--- src/rtl/rts_map.vh ---
// Register offsets, field positions, reset values and timing counts of the start-up sequencer
`ifndef RTS_MAP_VH
`define RTS_MAP_VH
// ----------------------------------------------------------------------
// Register byte offsets
// ----------------------------------------------------------------------
`define RTS_ADDR_POWER_CONTROL_FLAGS 8'h8E
`define RTS_ADDR_CONFIG              8'h90
`define RTS_ADDR_STATUS              8'h94
`define RTS_ADDR_IRQ_STATUS          8'h98
`define RTS_ADDR_IRQ_ENABLE          8'h9C
`define RTS_ADDR_IRQ_CLEAR           8'hA0
// ----------------------------------------------------------------------
// Field positions
// ----------------------------------------------------------------------
`define RTS_POWER_CONTROL_FLAGS_BROWNOUT_BIT   0
`define RTS_POWER_CONTROL_FLAGS_POWERON_BIT    1
`define RTS_CFG_OSC_LSB         0
`define RTS_CFG_OSC_MSB         2
`define RTS_CFG_POWER_UP_DELAY_TIMER_EN_BIT     3
`define RTS_CFG_TWO_SPEED_BIT   4
`define RTS_CFG_FAILSAFE_BIT    5
`define RTS_CFG_BROWNOUT_ENABLE_FIELD_LSB       6
`define RTS_CFG_BROWNOUT_ENABLE_FIELD_MSB       7
`define RTS_IRQ_SEQ_DONE_BIT    0
`define RTS_IRQ_BROWNOUT_BIT    1
`define RTS_IRQ_POWERON_BIT     2
// ----------------------------------------------------------------------
// Oscillator mode codes
// ----------------------------------------------------------------------
`define RTS_OSC_LP              3'h0
`define RTS_OSC_XT              3'h1
`define RTS_OSC_HS              3'h2
`define RTS_OSC_EC              3'h3
`define RTS_OSC_INTERNAL_OSCILLATOR          3'h4
`define RTS_OSC_RC              3'h5
// ----------------------------------------------------------------------
// Reset values
// ----------------------------------------------------------------------
`define RTS_CONFIG_RESET        8'h0A
`define RTS_BROWNOUT_ENABLE_FIELD_OFF           2'h0
// ----------------------------------------------------------------------
// Timing
// ----------------------------------------------------------------------
`define RTS_OST_PERIODS         1024
`define RTS_POWER_UP_DELAY_TIMER_MS             64
`define RTS_CLK_HZ              50000000
`define RTS_POWER_UP_DELAY_TIMER_CYCLES         ((`RTS_CLK_HZ / 1000) * `RTS_POWER_UP_DELAY_TIMER_MS)
`endif

--- src/rtl/rts_sequencer.v ---
// Power-up, oscillator start-up and reset-flag sequencer with Avalon-MM registers
//
// Overview of operation
// - After power-on pulse, run power-up delay, then oscillator start-up delay.
// - Total delay chosen from oscillator mode and power-up delay enable.
// - External clock mode with power-up delay disabled gives no delay.
// - Two-speed or fail-safe lets code run from internal oscillator during start-up.
// - Delays run from power-on pulse; master clear released late starts immediately.
// - Crystal modes: power-up period plus 1024 periods, or 1024; sleep wake 1024.
// - Power control register holds two flags telling the last reset kind.
// - Brown-out flag undefined after power-on; cleared by brown-out reset once set.
// - With brown-out field 00 the brown-out flag has no meaning.
// - Power-on flag cleared by power-on reset, kept through other resets.
// - Software writes one to power-on flag; device keeps it until next power-on.
//
// The Avalon-MM register port was left to the implementer.
`include "rts_map.vh"
module rts_sequencer #(
   parameter POWER_UP_DELAY_TIMER_CYCLES = `RTS_POWER_UP_DELAY_TIMER_CYCLES
) (
   input  wire        clk_sys,
   input  wire        resetn,
   input  wire        power_on_pulse,
   input  wire        brownout_pulse,
   input  wire        sleep_wake,
   input  wire        master_clear_pin_n,
   input  wire        osc_tick,
   input  wire [7:0]  avs_address,
   input  wire        avs_read,
   input  wire        avs_write,
   input  wire [31:0] avs_writedata,
   input  wire [3:0]  avs_byteenable,
   output reg  [31:0] avs_readdata,
   output reg         avs_waitrequest,
   output reg         avs_response_err,
   output reg         core_reset,
   output reg         fetch_enable,
   output reg         run_internal_osc,
   output reg         irq
);

// ----------------------------------------------------------------------
// States
// ----------------------------------------------------------------------
localparam ST_IDLE = 2'h0;
localparam ST_POWER_UP_DELAY_TIMER = 2'h1;
localparam ST_OST  = 2'h2;
localparam ST_DONE = 2'h3;

// ----------------------------------------------------------------------
// Input synchronisers
// ----------------------------------------------------------------------
reg  [4:0] sync1;
reg  [4:0] sync2;
reg  [4:0] sync_d;
wire [4:0] async_in;
assign async_in = {osc_tick, master_clear_pin_n, sleep_wake, brownout_pulse, power_on_pulse};

genvar gi;
generate
   for (gi = 0; gi < 5; gi = gi + 1) begin : g_sync
      always @(posedge clk_sys or negedge resetn) begin
         if (!resetn) begin
            sync1[gi]  <= 1'b0;
            sync2[gi]  <= 1'b0;
            sync_d[gi] <= 1'b0;
         end else begin
            sync1[gi]  <= async_in[gi];
            sync2[gi]  <= sync1[gi];
            sync_d[gi] <= sync2[gi];
         end
      end
   end
endgenerate

wire por_level  = sync2[0];
wire por_fall   = sync_d[0] & ~sync2[0];
wire bor_rise   = sync2[1] & ~sync_d[1];
wire wake_rise  = sync2[2] & ~sync_d[2];
wire master_clear_pin_high  = sync2[3];
wire tick_rise  = sync2[4] & ~sync_d[4];

// ----------------------------------------------------------------------
// Register decode
// ----------------------------------------------------------------------
function is_addr;
   input [7:0] a;
   input [7:0] ref_a;
   begin
      is_addr = (a == ref_a);
   end
endfunction

reg  [7:0]  config_reg;
reg         poweron_flag;
reg         brownout_flag;
reg  [2:0]  irq_status;
reg  [2:0]  irq_enable;
reg  [1:0]  state;
reg  [31:0] count;
reg         ost_phase_wake;

wire wr_acc   = avs_write & avs_waitrequest;
wire rd_acc   = avs_read & avs_waitrequest;
wire be0      = avs_byteenable[0];
wire wr_power_control_flags  = wr_acc & be0 & is_addr(avs_address, `RTS_ADDR_POWER_CONTROL_FLAGS);
wire wr_cfg   = wr_acc & be0 & is_addr(avs_address, `RTS_ADDR_CONFIG);
wire wr_ien   = wr_acc & be0 & is_addr(avs_address, `RTS_ADDR_IRQ_ENABLE);
wire wr_iclr  = wr_acc & be0 & is_addr(avs_address, `RTS_ADDR_IRQ_CLEAR);
wire mapped   = is_addr(avs_address, `RTS_ADDR_POWER_CONTROL_FLAGS) |
                is_addr(avs_address, `RTS_ADDR_CONFIG) |
                is_addr(avs_address, `RTS_ADDR_STATUS) |
                is_addr(avs_address, `RTS_ADDR_IRQ_STATUS) |
                is_addr(avs_address, `RTS_ADDR_IRQ_ENABLE) |
                is_addr(avs_address, `RTS_ADDR_IRQ_CLEAR);

wire [2:0] osc_mode = config_reg[`RTS_CFG_OSC_MSB:`RTS_CFG_OSC_LSB];
wire       power_up_delay_timer_en  = config_reg[`RTS_CFG_POWER_UP_DELAY_TIMER_EN_BIT];
wire       ost_mode = (osc_mode == `RTS_OSC_LP) | (osc_mode == `RTS_OSC_XT) |
                      (osc_mode == `RTS_OSC_HS);
wire       early_run = config_reg[`RTS_CFG_TWO_SPEED_BIT] | config_reg[`RTS_CFG_FAILSAFE_BIT];
wire       brownout_enable_field_on  = config_reg[`RTS_CFG_BROWNOUT_ENABLE_FIELD_MSB:`RTS_CFG_BROWNOUT_ENABLE_FIELD_LSB] != `RTS_BROWNOUT_ENABLE_FIELD_OFF;

// ----------------------------------------------------------------------
// Time-out sequencer
// ----------------------------------------------------------------------
reg  [1:0]  next_state;
reg  [31:0] next_count;
reg         seq_done_evt;

always @* begin
   next_state   = state;
   next_count   = count;
   seq_done_evt = 1'b0;
   case (state)
      ST_IDLE: begin
         if (por_fall || bor_rise) begin
            next_count = 32'h0;
            if (power_up_delay_timer_en) begin
               next_state = ST_POWER_UP_DELAY_TIMER;
            end else if (ost_mode) begin
               next_state = ST_OST;
            end else begin
               next_state = ST_DONE;
               seq_done_evt = 1'b1;
            end
         end else if (wake_rise && ost_mode) begin
            next_count = 32'h0;
            next_state = ST_OST;
         end
      end
      ST_POWER_UP_DELAY_TIMER: begin
         if (count >= POWER_UP_DELAY_TIMER_CYCLES - 1) begin
            next_count = 32'h0;
            if (ost_mode) begin
               next_state = ST_OST;
            end else begin
               next_state = ST_DONE;
               seq_done_evt = 1'b1;
            end
         end else begin
            next_count = count + 32'h1;
         end
      end
      ST_OST: begin
         if (tick_rise) begin
            if (count >= `RTS_OST_PERIODS - 1) begin
               next_count = 32'h0;
               next_state = ST_DONE;
               seq_done_evt = 1'b1;
            end else begin
               next_count = count + 32'h1;
            end
         end
      end
      ST_DONE: begin
         if (wake_rise && ost_mode) begin
            next_count = 32'h0;
            next_state = ST_OST;
         end
      end
      default: begin
         next_state = ST_IDLE;
         next_count = 32'h0;
      end
   endcase
   // Brown-out restarts the whole time-out from any state
   if (bor_rise) begin
      next_count   = 32'h0;
      seq_done_evt = 1'b0;
      if (power_up_delay_timer_en) begin
         next_state = ST_POWER_UP_DELAY_TIMER;
      end else if (ost_mode) begin
         next_state = ST_OST;
      end else begin
         next_state   = ST_DONE;
         seq_done_evt = 1'b1;
      end
   end
   if (por_level) begin
      next_state = ST_IDLE;
      next_count = 32'h0;
      seq_done_evt = 1'b0;
   end
end

always @(posedge clk_sys or negedge resetn) begin
   if (!resetn) begin
      state          <= ST_IDLE;
      count          <= 32'h0;
      ost_phase_wake <= 1'b0;
   end else begin
      state <= next_state;
      count <= next_count;
      if (next_state == ST_OST && (state != ST_OST || bor_rise)) begin
         ost_phase_wake <= (state == ST_IDLE || state == ST_DONE) & wake_rise & ~bor_rise;
      end
   end
end

// ----------------------------------------------------------------------
// Reset outputs
// ----------------------------------------------------------------------
wire delays_done = (state == ST_DONE) | (state == ST_OST && ost_phase_wake);
wire ost_early   = (state == ST_OST) & early_run;
wire core_release = (delays_done | ost_early) & master_clear_pin_high;

always @(posedge clk_sys or negedge resetn) begin
   if (!resetn) begin
      core_reset       <= 1'b1;
      fetch_enable     <= 1'b0;
      run_internal_osc <= 1'b0;
   end else begin
      core_reset       <= ~core_release;
      fetch_enable     <= core_release & (state != ST_OST || ost_early || ost_phase_wake);
      run_internal_osc <= ost_early & master_clear_pin_high;
   end
end

// ----------------------------------------------------------------------
// Registers and interrupts
// ----------------------------------------------------------------------
wire [2:0] irq_evt;
assign irq_evt[`RTS_IRQ_SEQ_DONE_BIT] = seq_done_evt;
assign irq_evt[`RTS_IRQ_BROWNOUT_BIT] = bor_rise & brownout_enable_field_on;
assign irq_evt[`RTS_IRQ_POWERON_BIT]  = por_fall;

always @(posedge clk_sys or negedge resetn) begin
   if (!resetn) begin
      config_reg    <= `RTS_CONFIG_RESET;
      poweron_flag  <= 1'b0;
      brownout_flag <= 1'b0;
      irq_status    <= 3'h0;
      irq_enable    <= 3'h0;
   end else begin
      if (wr_cfg) begin
         config_reg <= avs_writedata[7:0];
      end
      if (wr_ien) begin
         irq_enable <= avs_writedata[2:0];
      end
      if (wr_power_control_flags) begin
         poweron_flag  <= avs_writedata[`RTS_POWER_CONTROL_FLAGS_POWERON_BIT];
         brownout_flag <= avs_writedata[`RTS_POWER_CONTROL_FLAGS_BROWNOUT_BIT];
      end
      if (por_level) begin
         poweron_flag <= 1'b0;
      end
      if (bor_rise && brownout_enable_field_on) begin
         brownout_flag <= 1'b0;
      end
      irq_status <= (irq_status & ~({3{wr_iclr}} & avs_writedata[2:0])) | irq_evt;
   end
end

always @(posedge clk_sys or negedge resetn) begin
   if (!resetn) begin
      avs_waitrequest  <= 1'b1;
      avs_readdata     <= 32'h0;
      avs_response_err <= 1'b0;
      irq              <= 1'b0;
   end else begin
      irq             <= |(irq_status & irq_enable);
      avs_waitrequest <= ~(rd_acc | wr_acc);
      if (rd_acc | wr_acc) begin
         avs_response_err <= ~mapped;
      end
      if (rd_acc) begin
         avs_readdata <= 32'h0;
         if (is_addr(avs_address, `RTS_ADDR_POWER_CONTROL_FLAGS)) begin
            avs_readdata[`RTS_POWER_CONTROL_FLAGS_POWERON_BIT]  <= poweron_flag;
            avs_readdata[`RTS_POWER_CONTROL_FLAGS_BROWNOUT_BIT] <= brownout_flag;
         end else if (is_addr(avs_address, `RTS_ADDR_CONFIG)) begin
            avs_readdata[7:0] <= config_reg;
         end else if (is_addr(avs_address, `RTS_ADDR_STATUS)) begin
            avs_readdata[3:0] <= {core_release, ost_early, state};
         end else if (is_addr(avs_address, `RTS_ADDR_IRQ_STATUS)) begin
            avs_readdata[2:0] <= irq_status;
         end else if (is_addr(avs_address, `RTS_ADDR_IRQ_ENABLE)) begin
            avs_readdata[2:0] <= irq_enable;
         end
      end
   end
end

endmodule

--- config.mk ---
export PLATFORM = sky130hd
export DESIGN_NAME = rts_sequencer
export DESIGN_NICKNAME = d
export VERILOG_FILES = /design/src/rtl/rts_sequencer.v
export VERILOG_INCLUDE_DIRS = /design/src /design/src/rtl
export SDC_FILE = /design/constraint.sdc
export NUM_CORES = 1
export LEC_CHECK = 0
export BUFFER_PORTS_ARGS = -buffer_cell sky130_fd_sc_hd__buf_2
export CORE_MARGIN = 2
export CORE_UTILIZATION = 34
export CTS_BUF_LIST = sky130_fd_sc_hd__clkbuf_8
export CTS_CLUSTER_DIAMETER = 60
export DETAILED_ROUTE_END_ITERATION = 8
export GPL_ROUTABILITY_DRIVEN = 0
export GPL_TIMING_DRIVEN = 0
export SYNTH_ARGS = -nofsm -noshare
export SYNTH_HDL_FRONTEND = slang
export SYNTH_SLANG_ARGS = --single-unit
--- constraint.sdc ---
create_clock -name clk_sys -period 3.4 [get_ports clk_sys]
set_clock_uncertainty 0.2 [all_clocks]
set_input_delay 0.34 -clock clk_sys [delete_from_list [all_inputs] [get_ports clk_sys]]
set_output_delay 0.34 -clock clk_sys [all_outputs]
set_load 0.02 [all_outputs]
==> impl_metrics.yaml <==
cts:
  clock_path_buffers: 2
  clk_latency_ps: 360
  htreeDepth: 3
  cts_tree: "done"
  cts_sinks: 79
  cts_setup_buffers: 0
  clkTransAtPathRegs_ps: 90
  cts_buffers: 9
  cts_resized: 0
  root_buffer: "clkbuf_8"
  ctsHoldBuffers: 13
grt:
  antenna_found_initial: 0
  grt_pass1_vias: 3393
  grt_overflow: 0
  grt_max_degree: 64
  track_usage_pct: 15.56
  grt_pass1_wl_um: 16530
route:
  drtAntennaViolNets: 0
  avgRoutedWirePerCell_um: 14.18
  wl_um: 9668
  drcViolationCount: 0
  drt_iter0_drc: 228
  dr_total_vias: 3460
  viasPerCell: 5.073
  drtPass1Iterations: 5
timing:
  max_freq_mhz: 340.3
  tightest_slew_ps: 824.2
  fin_crit_sh_pct: 86.43
  slew_headroom_pct: 44.55
  report.final.slew_viol_count: 0
  rsz0062_at_grt: "no"
  setup_viol: 0
  period_minus_slack_ps: 2939
  finalHoldViolCount: 0
  setup_tns_ps: 0
final_layout:
  multi_input_area_um2: 2004
  final_cells: 682
  num-fill-cells: 1189
  nets: 569
  regArea_um2: 1982
  largest_reg_flops: 32
  insertedDiodeCount: 0
  drive_above_1_share_pct: 22.96
  area.growth.synth_to_final_pct: 20.62
  final_util_pct: 42.29
setup_path:
  worst_setup_path_start_kind: "flip-flop"
  critPathCaptureType: "flip-flop"
  cp_cell_sequence: "ha_1 > nand4_2 > or4_4 > o311a_4 > a221oi_4 > or3_4 > a2bb2oi_1 > o41ai_1"
  cp_data_arrival_time_ps: 2980
  slowest_stage: "or4_4"
  cp.required_ps: 3440
  path_class: "reg -> reg"
  path_max_fanout: 9
  critPathMaxStageDelay_ps: 540
die:
  die-height_um: 115.5
  die_w_um: 115.5
  core_um2: 12060
  std_cell_rows: 40
  start_util_pct: 35.06
  io_pins: 91
  die_area_um2: 13350
yosys:
  synth_async_sr_flop_share_pct: 100.0
  yosys-top-cells-count: "dfrtp_1 (75), nand2_1 (35), nor2_1 (31), buf_4 (27), a21oi_1 (24)"
  synth_top_area_cell: "dfrtp_1"
  yosysMostFrequentCell: "dfrtp_1"
  ys_seq_area_share_pct: 46.86
  syn_area_um2: 4229
  yosysWarnings: 0
  synth_edf_count: 0
  synthCells: 422
  ys_ff_latch: 79
  syn_avg_cell_area_um2: 10.02
  synth_area_leaders: "dfrtp_1 (44%), buf_4 (4.8%), nand2_1 (3.1%)"
  ys_types: 68
  synth_top_area_share_pct: 44.38
  synth_ff_type: "dfrtp_1"
power_and_ir_drop:
  power.density_nw_per_um2: 416.0
  total_power_uw: 2122
  ir_worst_vdd_mv: 0.2181
  p_leak_uw: 0.002337
  combPwrFrac_pct: 16.4
  p_int_uw: 1515
  switchingPower_uw: 606.8
  seqPwrFrac_pct: 46.9
  p_sw_share_pct: 28.60
  clkPwrFrac_pct: 36.8
status:
  outcome: "finished clean"
run:
  drv_cap: 0
placement:
  place_inst: 653
  hpwl_um: 7204
  portBuffers: 39
worst_hold_path:
  worstHoldPathType: "in -> reg"
==> power by group through the flow <==
stage | logic (µW) | registers [µW] | clock network, µW
after floorplan | 223 | 1010 | 0
after global placement | 322 | 1010 | 0
after detailed placement | 332 | 1010 | 0
after CTS | 345 | 995 | 797
after global routing | 386 | 998 | 837
final | 347 | 994 | 780
==> through the flow <==
| stage | setup WS [ps] | hold slack [ps] | area, µm² |
|---|---|---|---|
| finish | 461.3 | 18.41 | 5101 |
| global route | 220.6 | 11.14 | 5101 |
| CTS | 487.2 | 3.827 | 5101 |
| detailed placement | 525.3 | 30.32 | 4751 |
| global placement | 542.1 | 132.4 | 4721 |
| floorplan | 754.7 | -155.6 | 4315 |
==> cell type report <==
cell class | count | area share, %
timing repair buffer | 53 | 6.966
clock buffer | 9 | 2.428
multi-input combinational | 310 | 39.29
sequential | 79 | 38.85
buffer | 40 | 5.273
tap | 168 | 4.121
inverter | 16 | 1.177
clock inverter | 7 | 1.889
==> path summary, 6_finish.rpt <==
| check | from | to | slack, ps | cells past startpoint |
|---|---|---|---|---|
| min in group asynchronous | resetn | avs_readdata[6]$_DFFE_PN0P_ | 180 | 2 |
| worst min-delay path | avs_writedata[2] | config_reg[2]$_DFFE_PN0P_ | 20 | 2 |
| worst min register to register | sync1[0]$_DFF_PN0_ | por_level$_DFF_PN0_ | 160 | 0 |
| worst max-delay path | count[0]$_DFFE_PN0P_ | count[17]$_DFFE_PN0P_ | 460 | 8 |
| worst max register to register | count[0]$_DFFE_PN0P_ | count[17]$_DFFE_PN0P_ | 460 | 8 |
| max in group asynchronous | resetn | core_reset$_DFF_PN1_ | 2210 | 3 |
==> cell usage in the layout (no fill, tap or decap), types with 10 or more instances in the layout <==
master | netlist | routed
nand2_1 | 35 | 35
buf_2 | 2 | 40
buf_4 | 27 | 28
nor4_1 | 10 | 10
dfrtp_1 | 75 | 75
inv_1 | 14 | 15
nand3_1 | 17 | 17
a21oi_1 | 24 | 24
nor3_1 | 15 | 15
nor2b_1 | 12 | 12
nor2_1 | 31 | 31
conb_1 | 1 | 24
dlygate4sd3_1 | 0 | 13
o21ai_0 | 14 | 14
==> per-layer routing <==
layer	track usage, %	share of wire, %	routed length (µm)
met1	21.89	48	4597
met2	24.05	45	4395
met3	2.824	5.6	546
met4	5.783	1.3	128
met5	0	0	0
==> kinds of logic after synthesis <==
kind of cell / share of synthesized area, %
buffers and inverters: 7.781
adder cells (fa/ha/maj): 2.071
AO/OA/AOI/OAI: 16.92
multiplexers: 5.000
AND/OR/NAND/NOR: 21.27
flip-flops: 46.86
other: 0.08867
==> worst max-delay path: cells and delay by family, from the launching register on <==
family,cells,cell delay (ps)
flip-flops,1,420
AND/OR/NAND/NOR,3,960
adder cells (fa/ha/maj),1,280
AO/OA/AOI/OAI,4,950
No activity file was read; power rests on OpenSTA's default activity.
